<file path="config.mk">
export PLATFORM = sky130hd
export DESIGN_NAME = rpsec_port
export DESIGN_NICKNAME = d
export VERILOG_FILES = /design/src/design/rpsec_pkg.sv /design/src/design/rpsec_stream_if.sv /design/src/design/rpsec_fifo.sv /design/src/design/rpsec_port.sv
export SDC_FILE = /design/constraint.sdc
export NUM_CORES = 1
export LEC_CHECK = 0
export BUFFER_PORTS_ARGS = -buffer_cell sky130_fd_sc_hd__buf_2
export CORE_ASPECT_RATIO = 1.75
export CORE_MARGIN = 10
export CORE_UTILIZATION = 55
export DETAILED_ROUTE_END_ITERATION = 10
export PLACE_DENSITY = 0.75
export SLEW_MARGIN = 5
export SYNTH_ARGS = -nofsm -noshare
export SYNTH_HDL_FRONTEND = slang
export SYNTH_SLANG_ARGS = --single-unit
</file>
<file path="constraint.sdc">
create_clock -name clk_i -period 3.8 [get_ports clk_i]
set_input_delay 1.14 -clock clk_i [delete_from_list [all_inputs] [get_ports clk_i]]
set_output_delay 1.14 -clock clk_i [all_outputs]
set_load 0.05 [all_outputs]
</file>
<file path="src/design/rpsec_pkg.sv">
// Constants, types and helpers for the per-port address security block.
// Assumes byte-wide frame streams with start/end markers from the repeater core.
// Notes on behaviour
// - With inbound protection, a source address unlike the permitted one is an intrusion.
// - Assigned or first-heard addresses: an intrusion disables the port automatically.
// - Continuous learning never disables the port on an address mismatch.
// - A disabled port stays disabled until management re-enables it.
// - Frames with a failed check sequence never count as a violation.
// - With alarms on, intrusions and newly seen addresses raise an alarm event.
// - Outbound protection passes unicast frames unaltered only to the permitted address.
// - Other unicast frames still go out with an alternating one-zero data field.
// - Multicast and broadcast frames always pass unmodified.
// - Substituted frames keep carrier activity and show as check-sequence errors.
// - First-heard mode captures the first frame's source address as permitted.
// - Continuous learning adopts each new source address as the permitted one.
// - A directly assigned address takes effect at once.
package rpsec_pkg;

  localparam int ADDR_W = 48;
  localparam int BYTE_W = 8;
  localparam int FIFO_DEPTH = 16;
  // Frame byte offsets; the counter saturates above the data start
  localparam logic [3:0] OFS_DA_END = 4'h6;
  localparam logic [3:0] OFS_SA = 4'h6;
  localparam logic [3:0] OFS_SA_END = 4'hc;
  localparam logic [3:0] OFS_DATA = 4'he;
  localparam logic [3:0] CNT_MAX = 4'hf;
  localparam int MCAST_BIT = 40;
  // Alternating one-zero fill byte
  localparam logic [7:0] FILL_BYTE = 8'haa;
  localparam logic [47:0] ADDR_RST = 48'h0;

  // How the permitted station address is kept
  typedef enum logic [1:0] {
    MODE_ASSIGNED = 2'b00,
    MODE_FIRST = 2'b01,
    MODE_CONT = 2'b10
  } rpsec_mode_type;

  // Full-width station address comparison
  function automatic logic rpsec_differs(input logic [47:0] a, input logic [47:0] b);
    rpsec_differs = (a != b);
  endfunction

endpackage

</file>
<file path="src/design/rpsec_stream_if.sv">
// Valid/ready byte stream carrier between the security logic and its FIFO.
// Assumes one clock domain shared by both ends.
`timescale 1ns/1ns
interface rpsec_stream_if #(parameter int W = 10);
  logic         valid;
  logic         ready;
  logic [W-1:0] data;
  modport src (output valid, output data, input ready);
  modport dst (input valid, input data, output ready);
endinterface // rpsec_stream_if

</file>
<file path="src/design/rpsec_fifo.sv">
// Synchronous FIFO with registered full and empty flags.
// Assumes the source holds valid and data until ready is seen.
`timescale 1ns/1ns
module rpsec_fifo
  import rpsec_pkg::*;
#(
  parameter int W     = 10,
  parameter int DEPTH = FIFO_DEPTH
)(
  // Clock and reset
  input  wire logic   clk_i,
  input  wire logic   reset_i,
  // Stream sides
  rpsec_stream_if.dst in_s,
  rpsec_stream_if.src out_s
);
  localparam int AW = $clog2(DEPTH);

  logic [W-1:0] mem [DEPTH];
  logic [AW-1:0] wr_ptr;
  logic [AW-1:0] rd_ptr;
  logic [AW:0]   count;
  logic          full;
  logic          empty;
  logic          do_push;
  logic          do_pop;
  logic [AW:0]   next_count;

  assign do_push = in_s.valid && !full;
  assign do_pop = !empty && out_s.ready;
  assign in_s.ready = !full; // Registered flag, so no path from the sink
  assign out_s.valid = !empty;
  assign out_s.data = mem[rd_ptr];

  // Occupancy next value
  always_comb
  begin
    next_count = count;
    if (do_push && !do_pop)
      next_count = count + 1'b1;
    else if (do_pop && !do_push)
      next_count = count - 1'b1;
  end

  // Storage write
  always_ff @(posedge clk_i)
  begin
    if (do_push)
      mem[wr_ptr] <= in_s.data;
  end

  // Pointers and flags
  always_ff @(posedge clk_i)
  begin
    if (reset_i)
    begin
      wr_ptr <= '0;
      rd_ptr <= '0;
      count <= '0;
      full <= 1'b0;
      empty <= 1'b1;
    end
    else
    begin
      if (do_push)
        wr_ptr <= (wr_ptr == AW'(DEPTH - 1)) ? '0 : wr_ptr + 1'b1;
      if (do_pop)
        rd_ptr <= (rd_ptr == AW'(DEPTH - 1)) ? '0 : rd_ptr + 1'b1;
      count <= next_count;
      full <= (next_count == (AW+1)'(DEPTH));
      empty <= (next_count == '0);
    end
  end

endmodule // rpsec_fifo

</file>
<file path="src/design/rpsec_port.sv">
// Per-port address security: inbound intrusion check, outbound fill substitution.
// Assumes the core flags the final four check-sequence bytes and reports check status at end of frame.
`timescale 1ns/1ns
module rpsec_port
  import rpsec_pkg::*;
#(
  parameter int DEPTH = FIFO_DEPTH
)(
  // Clock and reset
  input  wire logic        clk_i,
  input  wire logic        reset_i,
  // Management configuration
  input  wire logic        inbound_en_i,
  input  wire logic        outbound_en_i,
  input  wire logic        alarm_en_i,
  input  wire logic [1:0]  addr_mode_i,
  input  wire logic [47:0] assign_addr_i,
  input  wire logic        assign_stb_i,
  input  wire logic        reenable_i,
  // Received frame from the station
  input  wire logic        rx_valid_i,
  input  wire logic [7:0]  rx_data_i,
  input  wire logic        rx_sof_i,
  input  wire logic        rx_eof_i,
  input  wire logic        rx_fcs_ok_i,
  // Outbound frame from the core
  input  wire logic        tx_in_valid_i,
  input  wire logic [7:0]  tx_in_data_i,
  input  wire logic        tx_in_sof_i,
  input  wire logic        tx_in_eof_i,
  input  wire logic        tx_in_fcs_i,
  output logic             tx_in_ready_o,
  // Outbound frame toward the station
  output logic             tx_out_valid_o,
  output logic [7:0]       tx_out_data_o,
  output logic             tx_out_sof_o,
  output logic             tx_out_eof_o,
  input  wire logic        tx_out_ready_i,
  // Status toward management
  output logic             port_enabled_o,
  output logic             addr_valid_o,
  output logic [47:0]      permitted_station_address_o,
  output logic             intrusion_o,
  output logic             new_addr_o,
  output logic             alarm_o
);

  rpsec_stream_if #(.W(10)) push_s ();
  rpsec_stream_if #(.W(10)) pop_s ();

  logic [3:0]  rx_cnt;
  logic [3:0]  rx_idx;
  logic [47:0] src_addr;
  logic        rx_good_eof;
  logic        rx_mismatch;
  logic        is_intrusion;
  logic        is_learn;
  logic [3:0]  tx_cnt;
  logic [3:0]  tx_idx;
  logic [47:0] dst_addr;
  logic        fill_q;
  logic        fill_now;
  logic        do_push;
  logic [7:0]  out_byte;

  // Inbound byte position; sof restarts the count
  assign rx_idx = rx_sof_i ? 4'h0 : rx_cnt;
  assign rx_good_eof = rx_valid_i && rx_eof_i && rx_fcs_ok_i;
  assign rx_mismatch = rpsec_differs(src_addr, permitted_station_address_o);
  assign is_intrusion = rx_good_eof && inbound_en_i && addr_valid_o && rx_mismatch
                        && (addr_mode_i != MODE_CONT);
  // Learning adopts first-heard or any new address in continuous mode
  assign is_learn = rx_good_eof && !assign_stb_i
                    && (((addr_mode_i == MODE_FIRST) && !addr_valid_o)
                        || ((addr_mode_i == MODE_CONT) && (rx_mismatch || !addr_valid_o)));

  // Inbound position counter
  always_ff @(posedge clk_i)
  begin
    if (reset_i)
      rx_cnt <= 4'h0;
    else if (rx_valid_i)
      rx_cnt <= (rx_idx == CNT_MAX) ? CNT_MAX : rx_idx + 4'h1;
  end

  // Source address capture, all 48 bits
  always_ff @(posedge clk_i)
  begin
    if (reset_i)
      src_addr <= ADDR_RST;
    else if (rx_valid_i && rx_idx >= OFS_SA && rx_idx < OFS_SA_END)
      src_addr <= {src_addr[39:0], rx_data_i};
  end

  // Permitted address: assignment wins over learning in the same cycle
  always_ff @(posedge clk_i)
  begin
    if (reset_i)
    begin
      permitted_station_address_o <= ADDR_RST;
      addr_valid_o <= 1'b0;
    end
    else if (assign_stb_i)
    begin
      permitted_station_address_o <= assign_addr_i;
      addr_valid_o <= 1'b1;
    end
    else if (is_learn)
    begin
      permitted_station_address_o <= src_addr;
      addr_valid_o <= 1'b1;
    end
  end

  // Port enable: intrusion disable wins over a same-cycle re-enable
  always_ff @(posedge clk_i)
  begin
    if (reset_i)
      port_enabled_o <= 1'b1;
    else if (is_intrusion)
      port_enabled_o <= 1'b0;
    else if (reenable_i)
      port_enabled_o <= 1'b1;
  end

  // Event pulses toward management; delivery to a manager is firmware's job
  always_ff @(posedge clk_i)
  begin
    if (reset_i)
    begin
      intrusion_o <= 1'b0;
      new_addr_o <= 1'b0;
      alarm_o <= 1'b0;
    end
    else
    begin
      intrusion_o <= rx_good_eof && inbound_en_i && addr_valid_o && rx_mismatch;
      new_addr_o <= is_learn;
      alarm_o <= alarm_en_i && ((rx_good_eof && inbound_en_i && addr_valid_o && rx_mismatch)
                                || is_learn);
    end
  end

  // Outbound position and fill decision at the first data byte
  assign tx_idx = tx_in_sof_i ? 4'h0 : tx_cnt;
  assign do_push = tx_in_valid_i && push_s.ready;
  assign fill_now = (tx_idx == OFS_DATA)
                    ? (outbound_en_i && addr_valid_o && !dst_addr[MCAST_BIT]
                       && rpsec_differs(dst_addr, permitted_station_address_o))
                    : (fill_q && tx_idx > OFS_DATA);
  // Fill only data bytes; header and check sequence are kept, so the station sees a bad check
  assign out_byte = (fill_now && !tx_in_fcs_i) ? FILL_BYTE : tx_in_data_i;

  // Outbound position counter, stalls with the FIFO
  always_ff @(posedge clk_i)
  begin
    if (reset_i)
      tx_cnt <= 4'h0;
    else if (do_push)
      tx_cnt <= (tx_idx == CNT_MAX) ? CNT_MAX : tx_idx + 4'h1;
  end

  // Destination address and held fill decision
  always_ff @(posedge clk_i)
  begin
    if (reset_i)
    begin
      dst_addr <= ADDR_RST;
      fill_q <= 1'b0;
    end
    else if (do_push)
    begin
      if (tx_idx < OFS_DA_END)
        dst_addr <= {dst_addr[39:0], tx_in_data_i};
      fill_q <= fill_now;
    end
  end

  // Every byte goes out, one for one, so carrier activity is unchanged
  assign push_s.valid = tx_in_valid_i;
  assign push_s.data = {tx_in_sof_i, tx_in_eof_i, out_byte};
  assign tx_in_ready_o = push_s.ready;
  assign pop_s.ready = tx_out_ready_i;
  assign tx_out_valid_o = pop_s.valid;
  assign tx_out_sof_o = pop_s.data[9];
  assign tx_out_eof_o = pop_s.data[8];
  assign tx_out_data_o = pop_s.data[7:0];

  // Output buffer; a slow station back-pressures the core
  rpsec_fifo #(
    .W     (10),
    .DEPTH (DEPTH)
  ) u_fifo (
    .clk_i   (clk_i),
    .reset_i (reset_i),
    .in_s    (push_s),
    .out_s   (pop_s)
  );
endmodule // rpsec_port

</file>
# --- Yosys cells after proc, flatten, opt, wreduce, memory -nomap -nowiden ---
# Memories as Yosys holds them, arrays and structs flattened. A register that Yosys moved wholly into a read port is not among the register bits.
# Cells that the tools add are included.
totals:
  regBits: 173
  ramBits: 160
  input_bits: 82
  word_cells: 95
  mem_count: 1
classes:
  n_addsub: 6
  order_cmp: 4
  n_eq_ne: 11
  n_mux: 20
  n_reduce_logical: 37
memory_table:
  columns: ["memory", "depth", "width", "rd", "rd_clocked_by_memory_dff", "write_ports", "line_no", "source"]
  rows:
  - ["u_fifo.mem", 16, 10, 1, 1, 1, "rpsec_fifo.sv:19", "logic [W-1:0] mem [DEPTH];"]
op_table:
  columns: ["cell", "count"]
  rows:
  - ["48-bit 2-to-1 mux", 2]
  - ["48-bit != test", 2]
  - ["4-bit 2-to-1 mux", 8]
  - ["1-bit logical AND", 22]
  - ["4-bit equality test (second input constant)", 5]
  - ["4-bit by 1-bit adder with 4-bit output (second input constant)", 4]
  - ["5-bit 2-to-1 mux", 2]
  - ["1-bit zero test", 8]
  - ["8-bit 2-to-1 mux", 1]
  - ["1-bit 2-to-1 mux", 7]
  - ["5-bit by 1-bit adder with 5-bit output (second input constant)", 1]
  - ["5-bit equality test (second input constant)", 1]
  - ["5-bit zero test", 1]
  - ["5-bit by 1-bit subtractor with 5-bit output (second input constant)", 1]
  - ["4-bit by 3-bit greater-or-equal comparator with 1-bit output (second input constant)", 1]
  - ["4-bit greater-than comparator (second input constant)", 1]
  - ["4-bit by 3-bit < comparator with 1-bit output (second input constant)", 1]
  - ["4-bit < comparator (second input constant)", 1]
  - ["2-bit nonzero test", 2]
  - ["1-bit logical OR", 3]
  - ["2-bit by 1-bit equality test with 1-bit output (second input constant)", 1]
  - ["2-bit equality test (second input constant)", 1]
  - ["2-bit != test (second input constant)", 1]
  - ["2-bit AND reduction", 1]

# --- Longest topological paths before layout ---
# Gate-level depths: netlist of the first run.
depth:
  depth_word: 7
  depth_mapped: 10
  depth_no_buf: 9

# --- By module ---
# A second synthesis of the first run with hierarchy kept.
unflattened:
  hier_cells: 1315
  area_unflattened_um2: 15029.4
modules_own_cells:
  columns: ["mod", "instances", "cells_each", "area_each_um2"]
  rows:
  - ["rpsec_port", 1, 974, 7902.6]
  - ["rpsec_fifo", 1, 341, 7126.8]

# --- Worst setup path before layout of the first run ---
# Ideal clock, no wire load.
synth_timing:
  kind: "input to register"
  startpoint: "input port tx_in_sof_i"
  endpoint: "memory u_fifo.mem[0][0] (data pin)"
  setup_ns: 0.304
  arrival_ns: 2.792
  required_time_ns: 3.496
  slack_ns: 0.704
  path_stages: 8
  n_path_buf: 0
  path_cell_list: "inv_1 > nand2_1 > ha_1 > nor4bb_1 > a41oi_1 > or4_1 > nor2_1 > nor2b_1"
synth_via:
  elab_chain_len: 6
  elab_cells_between_ends: 7
  cone_classes: "1 x order compare; 1 x eq/ne; 3 x mux; 2 x reduce/logical"
synth_lines:
  columns: ["item", "line_no", "source"]
  rows:
  - ["from (decl)", "rpsec_port.sv:29", "input wire logic tx_in_sof_i,"]
  - ["4-bit 2-to-1 mux (*)", "rpsec_port.sv:145", "assign tx_idx = tx_in_sof_i ? 4'h0 : tx_cnt;"]
  - ["4-bit greater-than comparator", "rpsec_port.sv:150", ": (fill_q && tx_idx > OFS_DATA);"]
  - ["1-bit logical AND", "rpsec_port.sv:150", null]
  - ["1-bit 2-to-1 mux (*)", "rpsec_port.sv:148", "? (outbound_en_i && addr_valid_o && !dst_addr[MCAST_BIT]"]
  - ["1-bit logical AND (*)", "rpsec_port.sv:152", "assign out_byte = (fill_now && !tx_in_fcs_i) ? FILL_BYTE : tx_in_data_i;"]
  - ["8-bit 2-to-1 mux (*)", "rpsec_port.sv:152", null]
  - ["named net out_byte[0]", "rpsec_port.sv:64", "logic [7:0] out_byte;"]
  - ["to (decl)", "rpsec_fifo.sv:19", null]
# The timed path passes the listed nets; every way through them passes the cells marked *.

==> results of run 1 <==
## critical path: stages, from the launching register on
cell	delay [ns]
dfxtp_4	0.49
buf_12	0.22
mux4_2	0.53
mux4_2	0.50
buf_2	0.23
## layout make-up
| class | instances | area (µm²) | area share |
|---|---|---|---|
| Sequential cell | 337 | 8350 | 0.493 |
| Timing Repair Buffer | 184 | 1080 | 0.0640 |
| Multi-Input combinational cell | 871 | 6050 | 0.357 |
| Antenna cell | 1 | 2.50 | 0.000148 |
| Clock inverter | 18 | 239 | 0.0141 |
| Inverter | 14 | 52.6 | 0.00310 |
| Tap cell | 324 | 405 | 0.0239 |
| Clock buffer | 34 | 764 | 0.0451 |
## registers in the layout, summed over array words and instances, names as in the netlist, 5 cells and up, named ones only
register	cells
u_fifo.count	5
permitted_station_address_o	48
src_addr	48
u_fifo.mem	160
dst_addr	48
## per-stage QoR
| stage | hold WS, ns | utilization | cells |
|---|---|---|---|
| finish | 0.473 | 0.637 | 1783 |
| global route | 0.484 | 0.637 | 1783 |
| CTS | 0.474 | 0.637 | 1782 |
| detailed placement | 0.463 | 0.600 | 1730 |
| global placement | 0.455 | 0.600 | 1730 |
| floorplan | 0.448 | - | 1308 |
## logic make-up (layout without fill, tap and decap cells)
family	Yosys count	after routing
xor+xnor	104	104
simple gates	468	468
fa+ha+maj	11	11
buf+inv	100	250
compound gates	237	237
mux	51	51
flops	337	337
other cells	0	1
## worst max path at each step
stage	end	cells past startpoint	slack, ns
6_report	tx_out_data_o[2]	4	0.12
5_1_grt	tx_out_data_o[2]	4	0.03
4_1_cts	tx_out_data_o[6]	4	0.08
3_5_place_dp	u_fifo.mem[5][6]$_DFFE_PP_	9	-0.19
3_3_place_gp	u_fifo.mem[13][2]$_DFFE_PP_	9	-0.07
2_1_floorplan	u_fifo.mem[0][0]$_DFFE_PP_	8	0.70
## power groups by stage
stage                     clock [µW]  sequential (µW)  combinational (µW)
final                           3140             4060                1160
after global routing            3330             4070                1250
after CTS                       3180             4050                1170
after detailed placement           0             4130                1160
after global placement             0             4130                1140
after floorplan                    0             4210                 725
## repair_timing
item / CTS / global route
gates resized for setup: 1 / 0
setup endpoints to repair: 7 / 0
buffers inserted: 0 / 0
## layer usage
metal / up-vias / track usage / share of wire
met5: - / 0 / 0
met4: 0 / 0.156 / 0.069
met3: 145 / 0.0337 / 0.055
met2: 417 / 0.426 / 0.54
met1: 5174 / 0.253 / 0.34
li1: 4991 / - / -
## cells in the mapped netlist, types with 2 or more instances
| cell | n |
|---|---|
| buf_1 | 9 |
| a211oi_1 | 7 |
| clkbuf_1 | 58 |
| nand3_1 | 6 |
| nor3_1 | 55 |
| edfxtp_1 | 160 |
| and3_1 | 2 |
| a21oi_1 | 110 |
| and2_1 | 4 |
| or2_2 | 4 |
| ha_1 | 11 |
| nand2b_1 | 6 |
| nor3_2 | 2 |
| dfxtp_1 | 177 |
| nand4_1 | 17 |
| nor2b_1 | 10 |
| xnor2_1 | 54 |
| mux4_2 | 50 |
| a41oi_1 | 4 |
| or3_1 | 2 |
| or4_1 | 2 |
| nor4_2 | 3 |
| nor4_1 | 13 |
| nor2_1 | 75 |
| buf_2 | 13 |
| o21ai_0 | 58 |
| nand2_1 | 262 |
| a2111oi_2 | 44 |
| buf_8 | 5 |
| inv_1 | 14 |
| xor2_1 | 50 |
| a2111oi_4 | 4 |
==> reports/qor.yml, run 1 <==
slew_headroom: 0.368
setup_ws_ns: 0.116
route.detailed.drc: 0
finalHoldViolCount: 0
fin_area_um2: 17000
grt_usage: 0.239
setup_viol_count_final: 0
end_kind: "output port"
grt_pass1_wl_mm: 62.6
cts_tree: "built"
skew_ns: 0.0136
num_io_pins: 147
r2r-end: "u_fifo.mem[13][2]$_DFFE_PP_"
cts.htree.levels: 1
reg2reg_depth: 6
synth.avg_cell_area_um2: 11.3
rows: 79
cp.required_ns: 2.66
synth_top_family_by_area: "simple AND/OR/NAND/NOR gates"
cp_max_fo: 17
seq_area_frac_synth: 0.564
p_sw_frac: 0.261
synth_top_area_frac: 0.324
die_y_um: 237
grt_max_degree: 77
synth_area_um2: 14800
grt_pass1_vias: 10900
die_area_um2: 34100
die_x_um: 144
initial_core_util: 0.557
postPlaceCellArea_um2: 15900
irDropWorstVdd_v: 0.000393
final_common_cell: "nand2_1"
worstSetupStartpointType: "flop"
insertion_delay_ns: 0.56
crit_type: "reg -> out"
final_nets: 1530
gr-total-overflow: 0
synth_flop_cell: "dfxtp_1"
status: "completed"
ctsHoldBuffers: 0
dr.pass1.iters: 8
pre_cts_slack_ns: -0.187
clk_pin_slew_ns: 0.07
power_switching_uw: 2180
numCtsBuffers: 29
area_growth_pct: 14.5
hold_class: "reg -> reg"
hp-start: "dst_addr[47]$_SDFFE_PP0P_"
leakage_uw: 0.00598
sequentialPowerShare: 0.486
ys_ff_latch: 337
p_comb_frac: 0.139
synth_fa_ha_area_frac: 0.00929
n_fill_cell: 2059
power_uw: 8350
muxShareOfSynthArea: 0.0767
layout_common_cells: "nand2_1 (262), dfxtp_1 (176), edfxtp_1 (160)"
synth_compound_area_frac: 0.120
netlist_instances: 1308
power_per_cell_area_nw_per_um2: 493
gp_congestion: 0.914
synth-simple-area-share: 0.138
yosysWarnings: 0
internal_power_uw: 6170
synth_edf_count: 160
cts_root_buf: "clkbuf_16"
finalCritPeriodShare: 0.969
coreArea_um2: 26600
port_buffers: 146
async_flop_share: 0
synth.area.top_cells: "edfxtp_1 (32%), dfxtp_1 (24%), mux4_2 (7.6%)"
whs_endpoint: "dst_addr[47]$_SDFFE_PP0P_"
drt-vias-per-instance: 6.02
slew_violations: 0
r2r-start: "permitted_station_address_o[38]$_SDFFE_PP0P_"
antenna_found_initial: 1
drive_above_1_share: 0.236
p_clk_frac: 0.376
synth_largest_area_cell: "edfxtp_1"
ff2ff_setup_slack_ns: 0.65
clk_path_buf_depth: 3
drtAntennaViolNets: 0
synth-xor-area-share: 0.0615
rsz0062_at_grt: "false"
drt_iter0_drc: 820
drv_cap: 0
critPathArrivalTime_ns: 2.54
hold_path_depth: 2
fin_setup_tns_ns: 0
hpwlAfterDp_mm: 28.4
num_vias: 10700
wl_per_cell_um: 22.8
fmax_mhz: 271
syn_nets: 1401
routed_wl_mm: 40.6
clock_sinks: 337
layout_min_cycle_time_ns: 3.68
synthDistinctLibCells: 49
tightest_slew_ns: 0.946
Power figures use the tool's default switching activity.
==> run 2, diff against run 1 <==
- CORE_MARGIN: 10 -> not set
==> reports/qor.yml, run 2 (synthesized netlist as in run 1, its figures left out) <==
status: "completed"
whs_endpoint: "dst_addr[47]$_SDFFE_PP0P_"
initial_core_util: 0.559  # +0.00208
die_x_um: 126  # -12%
rsz0062_at_grt: "false"
tightest_slew_ns: 0.984  # +0.0378 ns
hp-start: "dst_addr[47]$_SDFFE_PP0P_"
cts_root_buf: "clkbuf_16"
leakage_uw: 0.00598  # +0.13%
drt_iter0_drc: 722  # -12%
clk_pin_slew_ns: 0.07  # about the same
irDropWorstVdd_v: 0.000370  # -5.8%
r2r-end: "permitted_station_address_o[11]$_SDFFE_PP0P_"
end_kind: "output port"
fin_setup_tns_ns: 0  # unchanged
n_fill_cell: 2121  # +3.0%
cts_tree: "built"
die_area_um2: 27600  # -19%
layout_common_cells: "nand2_1 (262), dfxtp_1 (176), edfxtp_1 (160)"
clk_path_buf_depth: 3  # unchanged
rows: 79  # unchanged
die_y_um: 219  # -7.6%
skew_ns: 0.0154  # +0.00179 ns
slew_headroom: 0.343  # -0.0247
final_nets: 1535  # +0.33%
port_buffers: 146  # unchanged
hold_path_depth: 2  # unchanged
wl_per_cell_um: 21.9  # -3.7%
drv_cap: 0  # unchanged
grt_pass1_wl_mm: 59.6  # -4.8%
worstSetupStartpointType: "flop"
setup_viol_count_final: 0  # unchanged
route.detailed.drc: 0  # unchanged
numCtsBuffers: 29  # unchanged
hold_class: "reg -> reg"
gp_congestion: 0.909  # -0.50%
drive_above_1_share: 0.242  # +0.00586
critPathArrivalTime_ns: 2.50  # -0.04 ns
power_per_cell_area_nw_per_um2: 481  # -2.3%
area_growth_pct: 14.2
insertion_delay_ns: 0.56  # about the same
gr-total-overflow: 0  # unchanged
fmax_mhz: 275  # +1.3%
cp.required_ns: 2.66  # about the same
coreArea_um2: 26500  # -0.37%
layout_min_cycle_time_ns: 3.64  # -0.0483 ns
reg2reg_depth: 7  # +1
clock_sinks: 337  # unchanged
hpwlAfterDp_mm: 27.6  # -3.0%
ff2ff_setup_slack_ns: 0.64  # about the same
grt_usage: 0.288  # +0.0494
dr.pass1.iters: 5  # -3
drtAntennaViolNets: 0  # unchanged
final_common_cell: "nand2_1"
grt_max_degree: 76  # -1.3%
grt_pass1_vias: 10600  # -2.4%
finalCritPeriodShare: 0.957  # -0.0127
finalHoldViolCount: 0  # unchanged
drt-vias-per-instance: 5.91  # -1.7%
r2r-start: "permitted_station_address_o[37]$_SDFFE_PP0P_"
num_io_pins: 147  # unchanged
antenna_found_initial: 0  # -1
cts.htree.levels: 1  # unchanged
crit_type: "reg -> out"
routed_wl_mm: 39.3  # -3.4%
num_vias: 10600  # -1.4%
largest_register_ffs: 160  # unchanged
cts_setup_buffers: 0  # unchanged
slew_violations: 0  # unchanged
power_uw: 8140  # -2.5%
cp_max_fo: 15  # -2
largest_register: "u_fifo.mem"
==> run 2: changes by cell type in the layout (fill, tap and decap cells not counted), sizes merged <==
| cell | before | now |
|---|---|---|
| buf | 184 | 189 |
| bufinv | 6 | 2 |
| clkbuf | 34 | 36 |
| clkinv | 6 | 11 |
| clkinvlp | 6 | 4 |
==> run 2: how the worst max path moves through the flow <==
stage	startpoint	endpoint	slack (ns)	depth (start not counted)
after floorplan	tx_in_sof_i	u_fifo.mem[0][0]$_DFFE_PP_	0.70	8
after global placement	tx_in_sof_i	u_fifo.mem[4][6]$_DFFE_PP_	0.33	10
after detailed placement	tx_in_sof_i	u_fifo.mem[9][4]$_DFFE_PP_	0.17	10
after CTS	flop	tx_out_data_o[2]	0.02	4
after global routing	flop	tx_out_data_o[2]	0.08	4
final	flop	tx_out_data_o[2]	0.16	4
==> run 2: metal layers <==
metal | GRT usage | up-vias | part of all wire | wire length [µm]
met1 | 0.301 | 5132 | 0.35 | 13600
li1 | - | 4982 | - | -
met3 | 0.0310 | 112 | 0.044 | 1740
met4 | 0.195 | 0 | 0.070 | 2750
met2 | 0.540 | 353 | 0.54 | 21100
met5 | 0 | - | 0 | 0
==> run 2: worst max-delay path, cell delays in order, from the launching register on <==
cell     delay (ns)
dfxtp_4        0.47
buf_12         0.20
mux4_2         0.51
mux4_2         0.51
buf_2          0.24
==> run 2: where the power goes <==
group | leakage [µW] | switching [µW] | internal [µW] | total, µW
combinational | 0.00264 | 727 | 432 | 1160
sequential | 0.00289 | 148 | 3910 | 4060
clock | 0.000460 | 1320 | 1610 | 2930
==> run 2: area by class of cell <==
class / count / area (µm²) / share of cell area
inverter: 14 / 52.6 / 0.00311
clock buffer: 36 / 785 / 0.0464
clock inverter: 17 / 155 / 0.00917
tap: 324 / 405 / 0.0240
sequential: 337 / 8350 / 0.494
antenna: 1 / 2.50 / 0.000148
timing repair buffer: 189 / 1110 / 0.0656
multi-input combinational: 871 / 6050 / 0.358
==> run 2: through the flow <==
step	cell area, µm²	hold WS [ns]	utilization	setup slack [ns]	instances
6_report	16900	0.470	0.638	0.165	1789
5_1_grt	16900	0.499	0.638	0.0774	1788
4_1_cts	16900	0.472	0.638	0.0186	1788
3_5_place_dp	16000	0.462	0.603	0.175	1735
3_3_place_gp	16000	0.456	0.603	0.335	1735
2_1_floorplan	14800	0.448	-	0.704	1308
==> run 2: what timing repair did <==
item | CTS | global route
endpoints found under the setup margin | 0 | 7
gates resized for setup | 0 | 1
hold buffers | 0 | 0
